===== config.mk =====
export PLATFORM = sky130hd
export DESIGN_NAME = sbec_config_chain
export DESIGN_NICKNAME = d
export VERILOG_FILES = /design/src/verilog/sbec_pkg.sv /design/src/verilog/sbec_edge_if.sv /design/src/verilog/sbec_pin_sync.sv /design/src/verilog/sbec_boost_decode.sv /design/src/verilog/sbec_config_chain.sv
export SDC_FILE = /design/constraint.sdc
export NUM_CORES = 1
export LEC_CHECK = 0
export ABC_AREA = 1
export ABC_CLOCK_PERIOD_IN_PS = 8100
export BUFFER_PORTS_ARGS = -buffer_cell sky130_fd_sc_hd__buf_4
export CORE_MARGIN = 8
export CORE_UTILIZATION = 45
export CTS_BUF_LIST = sky130_fd_sc_hd__clkbuf_8 sky130_fd_sc_hd__clkbuf_16
export CTS_CLUSTER_DIAMETER = 50
export DETAILED_ROUTE_END_ITERATION = 16
export MAX_ROUTING_LAYER = met4
export PLACE_DENSITY_LB_ADDON = 0.12
export SLEW_MARGIN = 20
export SYNTH_ARGS = -nofsm -noshare
export SYNTH_HDL_FRONTEND = slang
export SYNTH_SLANG_ARGS = --single-unit

===== constraint.sdc =====
create_clock -name CLK_SYS -period 8.1 [get_ports CLK_SYS]
set_input_delay 0 -clock CLK_SYS [delete_from_list [all_inputs] [get_ports CLK_SYS]]
set_output_delay 0 -clock CLK_SYS [all_outputs]
set_load 0.01 [all_outputs]

===== src/verilog/sbec_pkg.sv =====
// package: constants and types for the serial boost/equalizer configuration chain
package sbec_pkg;
   // ======================================================================
   // word layout
   localparam int WORD_BITS = 5;
   localparam int BOOST_BITS = 4;
   localparam int EQ_POS = 0;
   localparam int BOOST_MSB = 4;
   localparam int BOOST_LSB = 1;
   // ======================================================================
   // values after reset
   localparam logic [3:0] BOOST_RESET = 4'h0;
   localparam logic EQ_RESET = 1'b0;
   localparam logic [4:0] SHIFT_RESET = 5'h00;
   // ======================================================================
   // boost table: fifteen steps over 0..12 dB, in tenths of a dB
   localparam int BOOST_MAX_TENTH_DB = 120;
   localparam int BOOST_STEPS = 15;
   localparam int SYNC_STAGES = 2;
   typedef logic [4:0] sbec_word_t;
   typedef logic [7:0] sbec_tenth_db_t;
endpackage : sbec_pkg


===== src/verilog/sbec_edge_if.sv =====
// interface: synchronised serial pins and edge events between the modules
`timescale 1ns/1ns
`default_nettype none
interface sbec_edge_if;
   logic clk_level;
   logic clk_rise;
   logic data_level;
   logic strobe_level;
   logic strobe_rise;
   modport source (output clk_level, clk_rise, data_level, strobe_level, strobe_rise);
   modport sink (input clk_level, clk_rise, data_level, strobe_level, strobe_rise);
endinterface : sbec_edge_if
`default_nettype wire


===== src/verilog/sbec_pin_sync.sv =====
// module: two-flop synchronisers and edge detection for the serial pins
`timescale 1ns/1ns
`default_nettype none
module sbec_pin_sync (
   input wire logic clk,
   input wire logic reset_n,
   input wire logic sclk_pin,
   input wire logic sdata_pin,
   input wire logic strobe_pin,
   sbec_edge_if.source ev
);
   // ======================================================================
   // synchronisers; first stage is read only by the second
   logic [2:0] meta;
   logic [2:0] sync;
   logic [2:0] prev;
   logic [2:0] next_meta;
   logic [2:0] next_sync;
   logic [2:0] next_prev;
   always_comb begin
      next_meta = {strobe_pin, sdata_pin, sclk_pin};
      next_sync = meta;
      next_prev = sync;
   end
   always_ff @(posedge clk or negedge reset_n) begin
      if (!reset_n) begin
         meta <= 3'h0;
         sync <= 3'h0;
         prev <= 3'h0;
      end else begin
         meta <= next_meta;
         sync <= next_sync;
         prev <= next_prev;
      end
   end
   always_comb begin
      ev.clk_level = sync[0];
      ev.data_level = sync[1];
      ev.strobe_level = sync[2];
      ev.clk_rise = sync[0] & ~prev[0];
      ev.strobe_rise = sync[2] & ~prev[2];
   end
endmodule : sbec_pin_sync
`default_nettype wire


===== src/verilog/sbec_boost_decode.sv =====
// module: boost code to compensation level in tenths of a dB
`timescale 1ns/1ns
`default_nettype none
module sbec_boost_decode (
   input wire logic [3:0] code,
   output logic [7:0] tenth_db
);
   // ======================================================================
   // linear map: code 0 is 0 dB, code 15 is 12 dB
   function automatic logic [7:0] to_tenths(input logic [3:0] c);
      int t;
      t = (int'(c) * sbec_pkg::BOOST_MAX_TENTH_DB) / sbec_pkg::BOOST_STEPS;
      return t[7:0];
   endfunction : to_tenths
   always_comb begin
      tenth_db = to_tenths(code);
   end
endmodule : sbec_boost_decode
`default_nettype wire


===== src/verilog/sbec_config_chain.sv =====
// top: serial configuration shift chain with strobe-latched boost and equalizer settings
// Overview of operation
// - shift five-bit register on each serial clock rise
// - four boost bits select sixteen levels
// - boost held at zero dB after start-up
// - fifth word bit is equalizer enable
// - enable low bypasses equalizer, high routes through
// - equalizer enable low after start-up
// - data out from register end, one cycle after clock out
// - first bit appears out on fifth clock
// - shifting accepted at either strobe level
// - strobe rise updates all devices together
// - strobe rise captures register into held settings
// - strobe low forces zero dB, equalizer off
`timescale 1ns/1ns
`default_nettype none
module sbec_config_chain (
   input wire logic CLK_SYS,
   input wire logic RESET_N,
   input wire logic SERIAL_CONFIG_IN,
   input wire logic SERIAL_CONFIG_CLOCK_IN,
   input wire logic SETTINGS_LATCH_STROBE,
   input wire logic LINE_DATA_IN,
   output logic SERIAL_CONFIG_OUT,
   output logic SERIAL_CONFIG_CLOCK_OUT,
   output logic [3:0] OUTPUT_BOOST_LEVEL,
   output logic [7:0] OUTPUT_BOOST_TENTH_DB,
   output logic EQUALIZER_ENABLE_BIT,
   output logic LINE_TO_EQUALIZER,
   output logic LINE_BYPASS
);
   // ======================================================================
   // pin synchronisation
   sbec_edge_if ev ();
   sbec_pin_sync u_sync (
      .clk(CLK_SYS),
      .reset_n(RESET_N),
      .sclk_pin(SERIAL_CONFIG_CLOCK_IN),
      .sdata_pin(SERIAL_CONFIG_IN),
      .strobe_pin(SETTINGS_LATCH_STROBE),
      .ev(ev)
   );
   logic line_meta;
   logic line_sync;
   always_ff @(posedge CLK_SYS or negedge RESET_N) begin
      if (!RESET_N) begin
         line_meta <= 1'b0;
         line_sync <= 1'b0;
      end else begin
         line_meta <= LINE_DATA_IN;
         line_sync <= line_meta;
      end
   end
   // ======================================================================
   // shift register; shifting runs regardless of strobe, latches guard settings
   sbec_pkg::sbec_word_t shift;
   sbec_pkg::sbec_word_t next_shift;
   always_comb begin
      next_shift = shift;
      if (ev.clk_rise) begin
         next_shift = {shift[sbec_pkg::WORD_BITS-2:0], ev.data_level};
      end
   end
   always_ff @(posedge CLK_SYS or negedge RESET_N) begin
      if (!RESET_N) begin
         shift <= sbec_pkg::SHIFT_RESET;
      end else begin
         shift <= next_shift;
      end
   end
   // ======================================================================
   // held settings
   logic [3:0] boost;
   logic eq_en;
   logic [3:0] next_boost;
   logic next_eq_en;
   always_comb begin
      next_boost = boost;
      next_eq_en = eq_en;
      if (!ev.strobe_level) begin
         next_boost = sbec_pkg::BOOST_RESET;
         next_eq_en = sbec_pkg::EQ_RESET;
      end else if (ev.strobe_rise) begin
         next_boost = shift[sbec_pkg::BOOST_MSB:sbec_pkg::BOOST_LSB];
         next_eq_en = shift[sbec_pkg::EQ_POS];
      end
   end
   always_ff @(posedge CLK_SYS or negedge RESET_N) begin
      if (!RESET_N) begin
         boost <= sbec_pkg::BOOST_RESET;
         eq_en <= sbec_pkg::EQ_RESET;
      end else begin
         boost <= next_boost;
         eq_en <= next_eq_en;
      end
   end
   // ======================================================================
   // level decode; output registered so every port comes from a flop
   logic [7:0] tenth_db;
   sbec_boost_decode u_dec (
      .code(boost),
      .tenth_db(tenth_db)
   );
   // ======================================================================
   // output registers
   always_ff @(posedge CLK_SYS or negedge RESET_N) begin
      if (!RESET_N) begin
         SERIAL_CONFIG_OUT <= 1'b0;
         SERIAL_CONFIG_CLOCK_OUT <= 1'b0;
         OUTPUT_BOOST_LEVEL <= sbec_pkg::BOOST_RESET;
         OUTPUT_BOOST_TENTH_DB <= 8'h00;
         EQUALIZER_ENABLE_BIT <= sbec_pkg::EQ_RESET;
         LINE_TO_EQUALIZER <= 1'b0;
         LINE_BYPASS <= 1'b0;
      end else begin
         // data out trails clock out
         // one cycle late so the next device still samples the old bit on that rise
         SERIAL_CONFIG_OUT <= shift[sbec_pkg::WORD_BITS-1];
         SERIAL_CONFIG_CLOCK_OUT <= ev.clk_level;
         OUTPUT_BOOST_LEVEL <= boost;
         OUTPUT_BOOST_TENTH_DB <= tenth_db;
         EQUALIZER_ENABLE_BIT <= eq_en;
         LINE_TO_EQUALIZER <= eq_en & line_sync;
         LINE_BYPASS <= ~eq_en & line_sync;
      end
   end
endmodule : sbec_config_chain
`default_nettype wire


==> metrics.csv, run 1 <==
metric,value,unit
outcome,completed,
clk_lat worst skew,0.29,ns
area grow syn2layout,15.4,%
drt total wl,4.84,mm
via count,2052,
post-route minimum period,6.86,ns
H-tree levels,2,
DR WL/cell,11.3,um
unrepaired setup endpoints after global routing,false,
Initial Util,46.1,%
syn_nets,351,
post-synthesis sequential area ratio,35.7,%
post-cts resize count,0,
Synth Cell Area,2520,um^2
Synth Register Bits,36,
Fin. Hold Viols,0,
core area,5470,um^2
drt first-iter violations,103,
ANT nets after route,0,
antenna violations before repair,0,
Fillers,542,
worst slew pin tran,0.467,ns
Final TNS setup,0,ns
nets@finish,384,
die height,90.9,um
DIE AREA,8260,um^2
Rel. slew slack,68.8,%
R2R setup slack,1.24,ns
syn_area_per_cell,7.84,um^2
fraction of layout cells with a size suffix above 1,18.8,%
TritonCTS clock tree,done,
CP dominant cell by count,nand2_1,
Final Max Slew Viols,0,
Startpoint Class,register,
"slowest stage delay, CP",0.54,ns
Post-CTS Setup Inserts,0,
Total GRT Usage,12.9,%
fraction of the cycle the final worst path needs,84.6,%
Core Rows,27,
pin count of the biggest net entering global routing,37,
pre-CTS WS,1.20,ns
Multi-input gate area,1410,um^2
clock-pin slew on the worst setup and hold paths,0.08,ns
HPWL after DPL,3.78,mm
CTS buffer count,5,
Crit Path Class,reg2reg,
vias in the first global route,2040,
Port-buffer cells,22,
Detailed Routing Iterations Pass 1,5,
GP Congestion,0.810,
register area,901,um^2
hold_buf cts,5,
setup violators final,0,
DRC errors left,0,
Die X,90.9,um
Hold WC Path Type,in2async,
LEAKAGE,1.59,nW
setup slack after layout,1.24,ns
Root Buffer,clkbuf_8,
r2r worst-path depth,45,
Syn Inst Count,322,
Clock Skews,0.00691,ns
max_cap viols,0,
global route total overflow,0,
CP max stage cell,fa_1,
Via density,4.79,
cell area power density,283,nW/um^2
fmax,146,MHz
I/O pin count,23,
Longest Clk Path Bufs,2,
Netlist cell types,30,
CP Max Fanout,9,
CTS sink cnt,36,
# diodes,0,
global-route wire length before repair,8.88,mm
WP data required,8.29,ns
CP endpoint kind,register,
crit path DAT,7.05,ns
YS warnings,0,
worst vdd ir,250,uV
==> logic make-up after synthesis <==
logic type,after synthesis,synth area share [%]
and+or+nand+nor,174,35.0
buffers and inverters,57,8.63
DFF,36,35.7
AOI/OAI and AO/OA,28,6.45
adders and majority gates,23,12.9
xor gates and xnor gates,4,1.39
==> cell usage after synthesis <==
library cell / count / area [um^2]
nand2_2: 9 / 56.3
a21oi_1: 6 / 30.0
xor2_1: 3 / 26.3
nand3_1: 29 / 145
a21o_1: 1 / 7.51
nand2_4: 3 / 33.8
ha_1: 18 / 225
nand3_2: 10 / 100
o21ai_0: 13 / 65.1
nand3_4: 2 / 35.0
o21ai_1: 2 / 10.0
nor2_2: 3 / 18.8
buf_4: 1 / 7.51
xnor2_1: 1 / 8.76
nand3b_1: 3 / 22.5
nor2_1: 22 / 82.6
clkinv_1: 1 / 3.75
o21bai_1: 1 / 7.51
nand4_1: 8 / 50.1
inv_2: 7 / 26.3
o21ai_4: 1 / 16.3
inv_1: 48 / 180
nor3_1: 1 / 5.00
fa_1: 5 / 100
nand2_1: 81 / 304
o211ai_1: 1 / 7.51
or2_1: 1 / 6.26
o22ai_1: 3 / 18.8
nor2_4: 2 / 22.5
dfrtp_1: 36 / 901
==> per-layer routing <==
layer,routed length (um),GRT usage [%],vias up
li1,-,-,1085
met1,2380,15.5,939
met2,2290,21.6,28
met3,164,3.33,0
met4,0,1.64,0
met5,0,-,-
==> critical path: cells and delay by family (launching register included) <==
kind | cells | cell delay [ns]
and+or+nand+nor | 28 | 2.82
adders and majority gates | 7 | 2.35
AOI/OAI and AO/OA | 2 | 0.20
buffers and inverters | 7 | 0.53
DFF | 1 | 0.47
xor gates and xnor gates | 1 | 0.38
==> through the flow <==
stage	cells	hold slack, ns	utilization (%)	power, mW	cell area, um^2
finish	428	0.210	53.2	0.823	2910
global placement	415	-0.00784	50.6	0.690	2770
CTS	428	0.212	53.2	0.831	2910
detailed placement	415	-0.00870	50.6	0.693	2770
global route	428	0.243	53.2	0.911	2910
floorplan	322	-0.296	-	0.599	2520
==> path summary, 6_finish.rpt <==
kind	start	end
hold reg to reg	u_sync.meta[2]	u_sync.next_prev[2]
max in group asynchronous	RESET_N	OUTPUT_BOOST_TENTH_DB[7]
setup / recovery	boost[0]	OUTPUT_BOOST_TENTH_DB[0]
setup reg to reg	boost[0]	OUTPUT_BOOST_TENTH_DB[0]
min in group CLK_SYS	SERIAL_CONFIG_CLOCK_IN	u_sync.meta[0]
hold / removal	RESET_N	u_sync.meta[2]
==> sequential cells by signal, summed over array words and instances (netlist names) <==
signal and count:
boost 4, LINE_BYPASS 1, u_sync.prev 2, EQUALIZER_ENABLE_BIT 1, line_sync 1, LINE_TO_EQUALIZER 1
OUTPUT_BOOST_LEVEL 4, SERIAL_CONFIG_OUT 1, shift 5, u_sync.meta 3, OUTPUT_BOOST_TENTH_DB 8, eq_en 1
u_sync.next_prev 3, line_meta 1
==> cell usage in the layout (no fill, tap or decap) <==
master,count
clkinvlp_4,1
buf_4,22
o22ai_1,3
nand3_1,29
dfrtp_1,36
nor3_1,1
dlygate4sd3_1,5
clkinv_2,1
nor2_4,2
nand3_2,10
o21ai_0,13
ha_1,18
nor2_1,22
o21ai_4,1
o211ai_1,1
xnor2_1,1
o21ai_1,2
inv_6,1
nand3_4,2
nand3b_1,3
inv_1,48
or2_1,1
a21oi_1,6
nor2_2,3
a21o_1,1
fa_1,5
o21bai_1,1
clkinv_1,1
nand2_4,3
nand2_1,81
xor2_1,3
nand2_2,9
nand4_1,8
clkbuf_8,5
inv_2,7
==> where the power goes <==
group | internal [mW] | switching [mW] | total (mW)
clock | 0.0611 | 0.0722 | 0.133
combinational | 0.175 | 0.303 | 0.478
sequential | 0.200 | 0.0115 | 0.212
==> area by class of cell <==
class,count,share of cell area (%)
multi-input cells,229,48.3
well taps,72,3.09
flip-flops and latches,36,30.9
clock inverters,3,0.731
inverters,56,7.22
clock buffers,5,2.36
repair buffers,27,7.39
No activity file was read; power rests on OpenSTA's default activity.
==> inputs of run 2 (changes only) <==
--- a/config.mk
+++ b/config.mk
@@ -6,7 +6,7 @@
 export NUM_CORES = 1
 export LEC_CHECK = 0
 export ABC_AREA = 1
-export ABC_CLOCK_PERIOD_IN_PS = 8100
+export ABC_CLOCK_PERIOD_IN_PS = 6500
 export BUFFER_PORTS_ARGS = -buffer_cell sky130_fd_sc_hd__buf_4
 export CORE_MARGIN = 8
 export CORE_UTILIZATION = 45
==> constraint.sdc (replaced) <==
create_clock -name CLK_SYS -period 6.5 [get_ports CLK_SYS]
set_input_delay 0 -clock CLK_SYS [delete_from_list [all_inputs] [get_ports CLK_SYS]]
set_output_delay 0 -clock CLK_SYS [all_outputs]
set_load 0.01 [all_outputs]
==> metrics.csv, run 2 (same netlist as run 1, synthesis figures left out) <==
metric,value,unit,change
clock-pin slew on the worst setup and hold paths,0.08,ns,about the same
critical path depth in cells,45,,unchanged
max_cap viols,0,,unchanged
area grow syn2layout,29.0,%,
Hold WC Path Type,in2async,,
Rel. slew slack,69.7,%,+0.82 points
"commonest non-fill, non-tap cell in the layout",nand2_1,,
antenna violations before repair,0,,unchanged
Reg-to-Reg Start,boost[1],,
cell area power density,362,nW/um^2,+28%
CP startpoint,boost[1],,
DIE AREA,8260,um^2,unchanged
"Design Area, Final",3260,um^2,+12%
Total GRT Usage,13.0,%,+0.13 points
clk_lat worst skew,0.29,ns,about the same
Initial Util,46.1,%,unchanged
setup violators final,0,,unchanged
Longest Clk Path Bufs,2,,unchanged
GP Congestion,0.818,,+0.95%
unrepaired setup endpoints after global routing,true,,
vias in the first global route,2155,,+5.6%
Crit Path Class,reg2reg,,
Via density,4.87,,+1.6%
# diodes,0,,unchanged
Die X,90.9,um,unchanged
DR WL/cell,11.5,um,+1.4%
CP dominant cell by count,nand2_2,,
CP Max Fanout,5,,-4
CP endpoint kind,register,,
fraction of the cycle the final worst path needs,96.2,%,+12 points
Worst Setup EP,OUTPUT_BOOST_TENTH_DB[0],,
register area,902,um^2,+0.14%
post-route minimum period,6.25,ns,-0.605 ns
largest reg by FF count,OUTPUT_BOOST_TENTH_DB,,
Clock Skews,0.0120,ns,+0.00504 ns
most frequent cells in the layout,"nand2_1, buf_4, inv_1",,
Detailed Routing Iterations Pass 1,4,,-1
Final Max Slew Viols,0,,unchanged
H-tree levels,2,,unchanged
r2r worst-path depth,45,,unchanged
global-route wire length before repair,9.03,mm,+1.6%
crit path DAT,6.42,ns,-0.63 ns
CP max stage cell,fa_1,,
LEAKAGE,1.74,nW,+9.5%
Placed Cells incl. Taps,427,,+2.9%
die height,90.9,um,unchanged
pin count of the biggest net entering global routing,37,,unchanged
R2R setup slack,0.25,ns,-0.99 ns
fraction of layout cells with a size suffix above 1,31.0,%,+12 points
Core Rows,27,,unchanged
worst slew pin tran,0.455,ns,-0.0123 ns
Multi-input gate area,1560,um^2,+11%
core area,5470,um^2,unchanged
DRC errors left,0,,unchanged
outcome,completed,,
HPWL after DPL,3.87,mm,+2.6%
Post-DP Area,2860,um^2,+3.3%
CTS sink cnt,36,,unchanged
"slowest stage delay, CP",0.59,ns,+0.05 ns
global route total overflow,0,,unchanged
buffers plus inverters on the worst setup path,5,,-2
Fin. Hold Viols,0,,unchanged
ANT nets after route,0,,unchanged
largest registers,"OUTPUT_BOOST_TENTH_DB (8), shift (5)",,
Port-buffer cells,22,,unchanged
Worst R2R End,OUTPUT_BOOST_TENTH_DB[0],,
nets@finish,409,,+6.5%
TritonCTS clock tree,done,,
CP top delay family,simple AND/OR/NAND/NOR gates,,
Fillers,531,,-2.0%
drt first-iter violations,90,,-13%
via count,2207,,+7.6%
fmax,160,MHz,+9.7%
worst vdd ir,300,uV,+20%
Startpoint Class,register,,
Root Buffer,clkbuf_8,,
CTS buffer count,5,,unchanged
max FFs per register,8,,unchanged
fin cells,453,,+5.8%
I/O pin count,23,,unchanged
drt total wl,5.19,mm,+7.3%
WP data required,6.67,ns,-1.62 ns
[run 2: how the worst min path moves through the flow]
stage / from / end / slack [ns] / depth (start not counted)
6_report: RESET_N / u_sync.next_prev[2] / 0.20 / 2
3_3_place_gp: RESET_N / u_sync.meta[2] / -0.01 / 1
3_5_place_dp: RESET_N / u_sync.next_prev[2] / -0.01 / 1
5_1_grt: RESET_N / OUTPUT_BOOST_TENTH_DB[3] / 0.25 / 2
4_1_cts: RESET_N / OUTPUT_BOOST_TENTH_DB[3] / 0.21 / 2
2_1_floorplan: RESET_N / EQUALIZER_ENABLE_BIT / -0.30 / 0
[run 2: metal layers]
layer  vias up  wire length, um  global-route usage, %
li1       1146                -                      -
met1      1037             2410                   15.5
met2        21             2610                   21.7
met3         3              141                   2.91
met4         0               27                   3.27
met5         -                0                      -
[run 2: worst reg2reg max path: cells and delay by family (launching register included)]
kind	cells	cell delay, ns
simple gates	33	3.24
buf+inv	5	0.31
flops	1	0.44
fa+ha+maj	7	2.17
[run 2: through the flow]
| stage | power, mW | setup WS (ns) | hold WS [ns] | utilization, % | setup TNS [ns] |
|---|---|---|---|---|---|
| floorplan | 0.747 | 0.313 | -0.296 | - | 0 |
| global placement | 0.904 | 0.00293 | -0.0122 | 52.3 | 0 |
| detailed placement | 0.909 | -0.0604 | -0.0108 | 52.3 | -0.0604 |
| CTS | 1.09 | 0.0326 | 0.207 | 55.3 | 0 |
| global route | 1.30 | -0.210 | 0.248 | 59.5 | -0.210 |
| finish | 1.18 | 0.250 | 0.199 | 59.5 | 0 |
[run 2: what timing repair did]
item	4_1_cts	5_1_grt
pin swaps	1	26
setup endpoints to repair	1	2
buffers inserted	1	12
hold endpoints to repair	40	0
resized for setup	4	36
hold buffers	5	0
[run 2: cell type report]
| class | count | share of cell area [%] |
|---|---|---|
| inverters | 56 | 6.53 |
| multi-input cells | 229 | 47.8 |
| clock inverters | 3 | 0.730 |
| clock buffers | 5 | 2.11 |
| flip-flops and latches | 36 | 27.7 |
| well taps | 72 | 2.77 |
| repair buffers | 52 | 12.4 |
[run 2: report_power, final]
group	switching [mW]	leakage, nW	internal [mW]	total, mW
Combinational	0.445	1.25	0.310	0.755
Clock	0.0857	0.0404	0.0759	0.162
Sequential	0.0112	0.447	0.250	0.261
Total	0.541	1.74	0.636	1.18
